==> src/core/adm_pkg.sv <==
// constants for the mode-control register pair of the audio converter
package adm_pkg;

  localparam int unsigned WORD_BITS = 16;
  localparam logic [4:0]  BIT_COUNT_FULL = 5'h10;

  // control word layout
  localparam int unsigned OP_BIT   = 15;
  localparam int unsigned INDEX_MSB = 14;
  localparam int unsigned INDEX_LSB = 8;
  localparam logic        OP_WRITE = 1'h0;
  localparam logic        OP_READ  = 1'h1;

  // register indices
  localparam logic [6:0] INDEX_FORMAT   = 7'h14;
  localparam logic [6:0] INDEX_READBACK = 7'h15;
  localparam logic [6:0] INDEX_LOWEST   = 7'h14;

  // format, clock and filter word fields
  localparam int unsigned INTERP_BIT  = 7;
  localparam int unsigned ROLL_MSB    = 6;
  localparam int unsigned ROLL_LSB    = 5;
  localparam int unsigned DIVIDE_BIT  = 4;
  localparam int unsigned DISABLE_BIT = 3;
  localparam int unsigned FORMAT_MSB  = 2;
  localparam int unsigned FORMAT_LSB  = 0;

  // read-back word fields
  localparam int unsigned INC_BIT   = 7;
  localparam int unsigned RIDX_MSB  = 6;
  localparam int unsigned RIDX_LSB  = 0;

  // reset values
  localparam logic [7:0] FORMAT_RESET   = 8'h00;
  localparam logic [7:0] READBACK_RESET = 8'h01;

  // format codes, 110 and 111 reserved
  localparam logic [2:0] FORMAT_RJ24 = 3'h0;
  localparam logic [2:0] FORMAT_RJ20 = 3'h1;
  localparam logic [2:0] FORMAT_RJ18 = 3'h2;
  localparam logic [2:0] FORMAT_RJ16 = 3'h3;
  localparam logic [2:0] FORMAT_I2S  = 3'h4;
  localparam logic [2:0] FORMAT_JUST = 3'h5;

  // roll-off codes
  localparam logic [1:0] ROLL_SHARP = 2'h0;
  localparam logic [1:0] ROLL_SLOW1 = 2'h1;
  localparam logic [1:0] ROLL_SLOW2 = 2'h2;

  // interpolation rate codes
  localparam logic INTERP_8X = 1'h0;
  localparam logic INTERP_4X = 1'h1;

  typedef enum logic {
    ADM_RD_IDLE,
    ADM_RD_ACTIVE
  } adm_rd_state_e;

endpackage : adm_pkg

==> src/core/adm_clkout.sv <==
// clock output pin generator: full or half rate, or released
`timescale 1ns/100ps
`default_nettype none

module adm_clkout
  import adm_pkg::*;
(
  input  wire logic clk_in,
  input  wire logic rst_b_in,
  input  wire logic disable_in,
  input  wire logic divide_in,
  output var  logic pin_out,
  output var  logic oe_out
);

  logic pin;
  logic oe;
  logic phase;
  logic next_pin;
  logic next_oe;
  logic next_phase;

  always_comb begin
    next_oe    = ~disable_in;                          // see [RULE2]
    next_phase = ~phase;
    next_pin   = pin;
    if (disable_in) begin
      next_pin   = 1'h0;                               // see [RULE3]
      next_phase = 1'h0;
    end else if (!divide_in || phase) begin
      next_pin = ~pin;                                 // see [RULE4] see [RULE5]
    end
  end

  always_ff @(posedge clk_in or negedge rst_b_in) begin
    if (!rst_b_in) begin
      pin   <= 1'h0;
      oe    <= 1'h0;
      phase <= 1'h0;
    end else begin
      pin   <= next_pin;
      oe    <= next_oe;
      phase <= next_phase;
    end
  end

  assign pin_out = pin;
  assign oe_out  = oe;
endmodule : adm_clkout

`default_nettype wire

==> src/core/adm_mode_regs.sv <==
// mode-control register pair with its serial control port
`timescale 1ns/100ps
`default_nettype none

// Behaviour
// [RULE1] three-bit format field selects audio format
// [RULE2] clock disable bit resets zero, output driven
// [RULE3] disabled clock output is released, not driven
// [RULE4] enabled clock output is full or half rate
// [RULE5] divide bit resets zero; one halves rate
// [RULE6] roll-off field: sharp, slow one, slow two
// [RULE7] host uses slow roll-off only at 8x
// [RULE8] rate bit resets to 8x; one selects 4x
// [RULE9] host keeps 8x up to 96 kHz
// [RULE10] top word bit: zero writes, one reads
// [RULE11] increment bit resets zero; one enables auto-read
// [RULE12] read index field resets to one
// [RULE13] auto-read stops after the read index
// [RULE14] read word: op, index, increment, read index
// [RULE15] format word: rate, roll-off, divide, disable, format
// [RULE16] auto-read starts at lowest register, steps one
module adm_mode_regs
  import adm_pkg::*;
(
  input  wire logic       clk_in,
  input  wire logic       rst_b_in,
  input  wire logic       ctl_latch_b_in,
  input  wire logic       ctl_shift_in,
  input  wire logic       ctl_data_in,
  output var  logic       ctl_data_out,
  output var  logic [2:0] audio_format_select_out,
  output var  logic [1:0] rolloff_select_out,
  output var  logic       interp_rate_select_out,
  output var  logic       clock_output_pin_out,
  output var  logic       clock_output_pin_oe_out
);

  //////////////////////////////////////////////////////////////////////////////
  // reset release

  logic rst_meta;
  logic rst_sync;

  always_ff @(posedge clk_in or negedge rst_b_in) begin
    if (!rst_b_in) begin
      rst_meta <= 1'h0;
      rst_sync <= 1'h0;
    end else begin
      rst_meta <= 1'h1;
      rst_sync <= rst_meta;
    end
  end

  //////////////////////////////////////////////////////////////////////////////
  // register contents as seen on read-back

  function automatic logic [7:0] reg_value(input logic [6:0] reg_num,
                                           input logic [7:0] format_word,
                                           input logic [7:0] rb_word);
    logic [7:0] val;
    val = 8'h00;
    if (reg_num == INDEX_FORMAT) begin
      val = format_word;
    end else if (reg_num == INDEX_READBACK) begin
      val = rb_word;
    end
    return val;
  endfunction : reg_value

  //////////////////////////////////////////////////////////////////////////////
  // control port and registers

  logic [7:0]          format_clock_filter_control;
  logic [7:0]          readback_index_control;
  logic [WORD_BITS-1:0] in_sr;
  logic [WORD_BITS-1:0] out_sr;
  logic [4:0]          bit_cnt;
  logic                prev_latch_b;
  logic                prev_shift;
  adm_rd_state_e       rd_state;
  logic [6:0]          rd_index;
  logic [6:0]          rd_last;
  logic                rd_auto;

  logic [7:0]          next_format_word;
  logic [7:0]          next_rb_word;
  logic [WORD_BITS-1:0] next_in_sr;
  logic [WORD_BITS-1:0] next_out_sr;
  logic [4:0]          next_bit_cnt;
  adm_rd_state_e       next_rd_state;
  logic [6:0]          next_rd_index;
  logic [6:0]          next_rd_last;
  logic                next_rd_auto;

  logic frame_start;
  logic frame_end;
  logic shift_rise;
  logic word_done;
  logic [6:0] cmd_index;

  assign frame_start = prev_latch_b && !ctl_latch_b_in;
  assign frame_end   = !prev_latch_b && ctl_latch_b_in;
  assign shift_rise  = !prev_shift && ctl_shift_in && !ctl_latch_b_in;
  assign word_done   = frame_end && (bit_cnt == BIT_COUNT_FULL);
  assign cmd_index   = in_sr[INDEX_MSB:INDEX_LSB];

  always_comb begin
    next_format_word = format_clock_filter_control;
    next_rb_word  = readback_index_control;
    next_in_sr    = in_sr;
    next_out_sr   = out_sr;
    next_bit_cnt  = bit_cnt;
    next_rd_state = rd_state;
    next_rd_index = rd_index;
    next_rd_last  = rd_last;
    next_rd_auto  = rd_auto;

    if (frame_start) begin
      next_bit_cnt = 5'h00;
      next_out_sr  = 16'h0000;
      if (rd_state == ADM_RD_ACTIVE) begin
        next_out_sr = {1'h0, rd_index,
                       reg_value(rd_index, format_clock_filter_control,
                                 readback_index_control)};  // see [RULE14]
      end
    end else if (shift_rise) begin
      next_in_sr  = {in_sr[WORD_BITS-2:0], ctl_data_in};
      next_out_sr = {out_sr[WORD_BITS-2:0], 1'h0};
      if (bit_cnt != BIT_COUNT_FULL) begin
        next_bit_cnt = bit_cnt + 5'h01;
      end
    end

    case (rd_state)
      ADM_RD_IDLE: begin
        if (word_done && in_sr[OP_BIT] == OP_WRITE) begin            // see [RULE10]
          if (cmd_index == INDEX_FORMAT) begin
            next_format_word = in_sr[7:0];                           // see [RULE15]
          end else if (cmd_index == INDEX_READBACK) begin
            next_rb_word = in_sr[7:0];                               // see [RULE14]
          end
        end else if (word_done && in_sr[OP_BIT] == OP_READ) begin    // see [RULE10]
          if (cmd_index == INDEX_READBACK) begin
            next_rb_word = in_sr[7:0];
          end
          next_rd_state = ADM_RD_ACTIVE;
          next_rd_auto  = next_rb_word[INC_BIT];                     // see [RULE11]
          next_rd_last  = next_rb_word[RIDX_MSB:RIDX_LSB];           // see [RULE13]
          next_rd_index = next_rb_word[INC_BIT] ? INDEX_LOWEST
                          : next_rb_word[RIDX_MSB:RIDX_LSB];         // see [RULE16] see [RULE12]
        end
      end
      ADM_RD_ACTIVE: begin
        if (word_done) begin
          if (rd_auto && rd_index < rd_last) begin
            next_rd_index = rd_index + 7'h01;                        // see [RULE16]
          end else begin
            next_rd_state = ADM_RD_IDLE;                             // see [RULE13]
          end
        end
      end
      default: begin
        next_rd_state = ADM_RD_IDLE;
      end
    endcase
  end

  always_ff @(posedge clk_in or negedge rst_sync) begin
    if (!rst_sync) begin
      format_clock_filter_control <= FORMAT_RESET;     // see [RULE1] see [RULE2] see [RULE8]
      readback_index_control      <= READBACK_RESET;   // see [RULE11] see [RULE12]
      in_sr        <= 16'h0000;
      out_sr       <= 16'h0000;
      bit_cnt      <= 5'h00;
      prev_latch_b <= 1'h1;
      prev_shift   <= 1'h0;
      rd_state     <= ADM_RD_IDLE;
      rd_index     <= 7'h00;
      rd_last      <= 7'h00;
      rd_auto      <= 1'h0;
      ctl_data_out            <= 1'h0;
      audio_format_select_out <= FORMAT_RJ24;
      rolloff_select_out      <= ROLL_SHARP;
      interp_rate_select_out  <= INTERP_8X;
    end else begin
      format_clock_filter_control <= next_format_word;
      readback_index_control      <= next_rb_word;
      in_sr        <= next_in_sr;
      out_sr       <= next_out_sr;
      bit_cnt      <= next_bit_cnt;
      prev_latch_b <= ctl_latch_b_in;
      prev_shift   <= ctl_shift_in;
      rd_state     <= next_rd_state;
      rd_index     <= next_rd_index;
      rd_last      <= next_rd_last;
      rd_auto      <= next_rd_auto;
      // data out follows the shifter one cycle late so it comes from a flop
      ctl_data_out            <= out_sr[WORD_BITS-1];
      audio_format_select_out <= format_clock_filter_control[FORMAT_MSB:FORMAT_LSB]; // see [RULE1]
      rolloff_select_out      <= format_clock_filter_control[ROLL_MSB:ROLL_LSB]; // see [RULE6]
      interp_rate_select_out  <= format_clock_filter_control[INTERP_BIT];        // see [RULE8]
    end
  end

  //////////////////////////////////////////////////////////////////////////////
  // clock output pin

  adm_clkout adm_clkout_inst (
    .clk_in     (clk_in),
    .rst_b_in   (rst_sync),
    .disable_in (format_clock_filter_control[DISABLE_BIT]),   // see [RULE2]
    .divide_in  (format_clock_filter_control[DIVIDE_BIT]),    // see [RULE5]
    .pin_out    (clock_output_pin_out),
    .oe_out     (clock_output_pin_oe_out)
  );
endmodule : adm_mode_regs

`default_nettype wire

==> config.mk <==
export PLATFORM = sky130hd
export DESIGN_NAME = adm_mode_regs
export DESIGN_NICKNAME = d
export VERILOG_FILES = /design/src/core/adm_pkg.sv /design/src/core/adm_clkout.sv /design/src/core/adm_mode_regs.sv
export SDC_FILE = /design/constraint.sdc
export NUM_CORES = 1
export LEC_CHECK = 0
export BUFFER_PORTS_ARGS = -buffer_cell sky130_fd_sc_hd__buf_4
export CAP_MARGIN = 20
export CORE_ASPECT_RATIO = 2
export CORE_MARGIN = 2
export CORE_UTILIZATION = 55
export CTS_CLUSTER_DIAMETER = 40
export CTS_CLUSTER_SIZE = 30
export DETAILED_ROUTE_END_ITERATION = 12
export GPL_TIMING_DRIVEN = 0
export HOLD_SLACK_MARGIN = 0.15
export PLACE_DENSITY = 0.76
export SLEW_MARGIN = 10
export SYNTH_ARGS = -nofsm -noshare
export SYNTH_HDL_FRONTEND = slang
export SYNTH_HIERARCHICAL = 1
export SYNTH_SLANG_ARGS = --single-unit
==> constraint.sdc <==
create_clock -name clk_in -period 2.4 [get_ports clk_in]
set_input_delay 0.12 -clock clk_in [delete_from_list [all_inputs] [get_ports clk_in]]
set_output_delay 0.12 -clock clk_in [all_outputs]
set_load 0.005 [all_outputs]
Word-level counts from Yosys, hierarchy flattened
Index checks and enable logic that the tools add are counted.

word-level totals
  flip-flop bits (word level) = 83
  bits of input ports = 5
  output and inout bits = 9
  word-level logic and storage cells = 93

cells by class
  $add $sub $neg = 2
  magnitude comparators = 1
  equal/unequal tests = 11
  muxes and demuxes = 29
  bitwise operators = 7
  reductions and logical operators = 23

operator list
  cell                                                                      number
  8-bit 2-to-1 mux                                                          9
  7-bit 2-to-1 mux                                                          5
  16-bit 2-to-1 mux                                                         2
  7-bit by 5-bit equality test with 1-bit output (second input constant)    4
  15-bit 2-to-1 mux                                                         1
  5-bit 2-to-1 mux                                                          3
  7-bit one-hot mux with 2 select lines                                     1
  3-bit AND reduction                                                       3
  1-bit logical AND                                                         8
  2-bit nonzero test                                                        4
  7-bit by 1-bit adder with 7-bit output (second input constant)            1
  7-bit less-than comparator                                                1
  1-bit 2-to-1 mux                                                          7
  1-bit NOT                                                                 7
  2-bit inequality test (second input constant)                             3
  5-bit by 1-bit adder with 5-bit output (second input constant)            1
  5-bit equality test (second input constant)                               1
  5-bit inequality test (second input constant)                             1
  1-bit logical NOT                                                         4
  2-bit by 1-bit inequality test with 1-bit output (second input constant)  2
  2-bit AND reduction                                                       2
  4-bit AND reduction                                                       1
  1-bit one-hot mux with 2 select lines                                     1
  1-bit logical OR                                                          1

Longest topological paths before layout
  word-level depth = 11
  mapped depth = 9
  depth with buffers taken out = 7

Cells and area by module
Netlist, hierarchy kept.

by module, submodules not included
  module         instances  cells an instance  area each (um2)  seq. area each (um2)
  adm_mode_regs  1          338                3827.4           2004.4
  adm_clkout     1          9                  113.9            75.1

Least setup slack after synthesis
OpenSTA, ideal clock, no wires.

  kind = reg2reg
  start = reg rd_index[4]
  end = reg rd_index[4]
  library setup time = 0.125 ns
  arrival time = 1.945 ns
  data required time = 2.275 ns
  slack = 0.331 ns
  stages on the path, launching flop included = 8
  buffers on the path = 1
  clock period less this slack = 2.069 ns
  path through = dfrtp_1 ha_1 a21oi_1 o2111ai_1 a21oi_2 and2_1 clkbuf_1 mux2_2

between the ends
  word-level cells in the longest chain between the ends = 4
  elaborated cells between the ends (all ways) = 8
  classes of those cells = add/sub (1); order compare (1); eq/ne (1); mux (3); reduce/logical (2)

ends and longest elaborated chain
  what                                                                                         line                                        text
  start, declared                                                                              adm_mode_regs.sv:81                         logic [6:0] rd_index;
  start signal, assigned                                                                       adm_mode_regs.sv:194                        rd_index <= next_rd_index;
  7-bit by 1-bit adder with 7-bit output / 7-bit less-than comparator (equally long branches)  adm_mode_regs.sv:156, adm_mode_regs.sv:155
  7-bit 2-to-1 mux / 1-bit logical AND (equally long branches)                                 adm_mode_regs.sv:155                        if (rd_auto && rd_index < rd_last) begin
  7-bit 2-to-1 mux / 2-bit by 1-bit inequality test with 1-bit output (equally long branches)  --
  7-bit one-hot mux with 2 select lines / 4-bit AND reduction (equally long branches)          --

Parallel ways exist; a longest one is shown, timed or not. The select of a mux whose other input is x is not followed.
A chain may end at the register's enable or synchronous reset.

Worst setup path after layout
  start = reg bit_cnt[0]
  end = reg format_clock_filter_control[1]

between the ends
  word-level cells in the longest chain between the ends = 4

ends and longest elaborated chain
  what                                  line                  text
  start, declared                       adm_mode_regs.sv:77   logic [4:0] bit_cnt;
  start signal, assigned                adm_mode_regs.sv:190  bit_cnt <= next_bit_cnt;
  5-bit equality test                   adm_mode_regs.sv:104  assign word_done = frame_end && (bit_cnt == BIT_COUNT_FULL);
  1-bit logical AND                     adm_mode_regs.sv:104
  1-bit logical AND                     adm_mode_regs.sv:136  if (word_done && in_sr[OP_BIT] == OP_WRITE) begin
  3-bit AND reduction (no source line)  --
  end signal, assigned                  adm_mode_regs.sv:186  format_clock_filter_control <= next_format_word;
  end, declared                         adm_mode_regs.sv:73   logic [7:0] format_clock_filter_control;

Every way passes these cells.

==> impl_metrics.ini <==
[power_and_ir_drop]
leakagePower_nw = 2.068
power_density_nw_per_um2 = 681.5
max-vdd-ir-drop_uv = 570.7

[global_route]
grt_pass1_vias = 2900
overflow = 0
grt_max_degree = 51
grt_pass1_wl_um = 14110
antenna_found_initial = 0
grt_usage_pct = 24.06

[place]
placedCellCount = 451
gp_congestion = 0.8983
place_worst_setup_slack_ns = 0.007175
hpwl_um = 6136
port-buffer-count = 13

[clocking]
root_buffer = clkbuf_16
clock_latency_ns = 0.34
clk_path_buf_depth = 2
cts_sinks = 83
htreeDepth = 3
clk_pin_slew_ns = 0.06
numCtsBuffers = 9
cts_tree = done

[layout]
final_common_cell = dfrtp_1
fin_nets = 393
area_growth_pct = 15.75
final_cell_mix = dfrtp_1 (80), mux2_2 (34), o21ai_0 (26), mux2i_1 (23), nand2_1 (21)
stdcell_count = 471
drive_gt1_share_pct = 22.05
n_antenna_cell = 0

[timing]
fmax_mhz = 445.9
rsz0062_at_grt = no
finalSetupViolCount = 0
final_hold_viol_count = 0
skew_ns = 0.005349
setup_tns_ns = 0
fin_crit_sh_pct = 93.44
slew_violations = 0
slew_headroom_pct = 66.82
holdWs_ns = 0.2751
fin_crit_ns = 2.243
worstMarginPinSlew_ns = 0.4950
finalWorstSetupSlack_ns = 0.1574

[drt]
vias = 2751
avgViaCountPerCell = 5.841
remaining_drc_errors = 0
dr.first_iter.drc_count = 200
totalWireLength_um = 8507
ant_nets = 0
drt-pass1-iter-count = 5
wl_per_cell_um = 18.06

[floorplanning]
num_io_pins = 14
core_area_um2 = 6940
fp-row-count = 43
dieWidth_um = 63.86
die_h_um = 123.7
die-area_um2 = 7900
start_util_pct = 56.79

[synth]
synthCells = 347
yosys_warnings = 6
yosysUniqueCellTypes = 50
synth_ff_type = dfrtp_1
syn_area_per_cell_um2 = 11.36
synth.yosys.seq_area_share_pct = 52.76
synthesis.area_um2 = 3941
synth_seq_cells = 83
synth_edf_count = 0
async_reset_ff_share_pct = 100.0
syn_nets = 363

[critical_path]
crit_type = register to register
crit_path_start_kind = register
crit_fanout = 8
critPathArrivalTime_ns = 2.47
worstPathRequired_ns = 2.63
cp-end-kind = register

[flow_run]
cap_violations = 0

[worst_hold_path]
hp-class = register to asynchronous set/reset pin

[status]
status = complete, no violations
[critical path: stages (launching register included)]
cell	delay [ns]
dfrtp_1	0.42
inv_1	0.07
ha_1	0.14
and4bb_2	0.26
nand3b_2	0.22
nor4b_1	0.43
nand2_2	0.25
mux2_2	0.33
[stage by stage]
step           total power [mW]  cell area [um2]  util [%]
2_1_floorplan             1.598             3943         -
3_3_place_gp              1.649             4153     59.83
3_5_place_dp              1.662             4183     60.27
4_1_cts                   3.133             4557     65.66
5_1_grt                   3.207             4562     65.73
6_report                  3.109             4562     65.73
[state kept, by name, summed over array words and instances, names as in the netlist]
register                     flops
in_sr                           16
out_sr                          16
format_clock_filter_control      8
readback_index_control           8
rd_index                         7
rd_last                          7
bit_cnt                          5
audio_format_select_out          3
rolloff_select_out               2
adm_clkout_inst/oe_out           1
adm_clkout_inst/phase            1
adm_clkout_inst/pin_out          1
ctl_data_out                     1
interp_rate_select_out           1
prev_latch_b                     1
prev_shift                       1
rd_auto                          1
rd_state                         1
rst_meta                         1
rst_sync                         1
[routing by layer]
layer / share of wire [%] / wire length, um / up-vias / track usage, %
li1: - / - / 1303 / -
met2: 55 / 4707 / 59 / 43.29
met1: 37 / 3157 / 1362 / 24.09
met5: 0 / 0 / - / 0
met4: 4.9 / 414 / 0 / 17.26
met3: 2.7 / 227 / 27 / 4.968
[layout make-up]
cell class | instances | area [um2]
fillers | 524 | 2379
repair buffers | 20 | 182.7
clock inverters | 4 | 73.82
clock buffers | 11 | 242.7
well taps | 90 | 112.6
multi-input cells | 231 | 1735
inverters | 11 | 41.29
flip-flops and latches | 83 | 2083
plain buffers | 21 | 90.09
[cells by family after synthesis]
group	count (synthesis)	synth area share [%]
muxes	58	15.94
AOI/OAI and AO/OA	56	8.889
adders and majority gates	11	3.492
other	1	0.09515
xor gates and xnor gates	6	1.333
buffers and inverters	33	3.397
DFF	83	52.76
and+or+nand+nor	99	14.10
[what timing repair did]
action	CTS	global route
hold buffers	5	0
endpoints found under the hold margin	5	0
pin swaps	1	0
endpoints found under the setup margin	1	18
setup buffers	1	0
cloned	0	0
gates resized for setup	0	4
[path summary, 6_finish.rpt]
check | cells after the start | slack [ns] | endpoint | startpoint
setup / recovery | 7 | 0.16 | format_clock_filter_control[1]$_DFFE_PN0P_ | bit_cnt[0]$_DFFE_PN0P_
hold / removal | 0 | 0.28 | in_sr[1]$_DFFE_PN0P_ | rst_sync$_DFF_PN0_
setup reg to reg | 7 | 0.16 | format_clock_filter_control[1]$_DFFE_PN0P_ | bit_cnt[0]$_DFFE_PN0P_
hold reg to reg | 0 | 0.28 | in_sr[1]$_DFFE_PN0P_ | rst_sync$_DFF_PN0_
max in group asynchronous | 1 | 1.49 | prev_latch_b$_DFF_PN1_ | rst_sync$_DFF_PN0_
min in group clk_in | 0 | 0.36 | rst_sync$_DFF_PN0_ | rst_meta$_DFF_PN0_
[Yosys cell counts, types with 3 or more instances]
| master | n | area (um2) |
|---|---|---|
| mux2i_1 | 23 | 230.2 |
| clkbuf_1 | 15 | 56.30 |
| buf_2 | 5 | 25.02 |
| a21oi_1 | 6 | 30.03 |
| nor2_1 | 11 | 41.29 |
| ha_1 | 11 | 137.6 |
| nand3_1 | 21 | 105.1 |
| o211ai_1 | 3 | 22.52 |
| a31oi_1 | 3 | 18.77 |
| mux2_2 | 34 | 382.9 |
| nand3b_1 | 3 | 22.52 |
| inv_1 | 11 | 41.29 |
| xor2_1 | 4 | 35.03 |
| nand2_1 | 22 | 82.58 |
| dfrtp_1 | 81 | 2027 |
| nand2b_1 | 3 | 18.77 |
| nor2b_1 | 8 | 50.05 |
| nand4_1 | 3 | 18.77 |
| nor4_1 | 3 | 18.77 |
| o21ai_0 | 26 | 130.1 |
| a22oi_1 | 8 | 60.06 |
| or3_1 | 8 | 50.05 |
[report_power, final]
part / internal, mW / total [mW] / switching [mW]
Combinational: 0.0616 / 0.116 / 0.0545
Clock: 0.935 / 1.47 / 0.533
Sequential: 1.44 / 1.52 / 0.0815
Total: 2.44 / 3.11 / 0.669
Note: power is estimated with default switching activity, not from simulation.
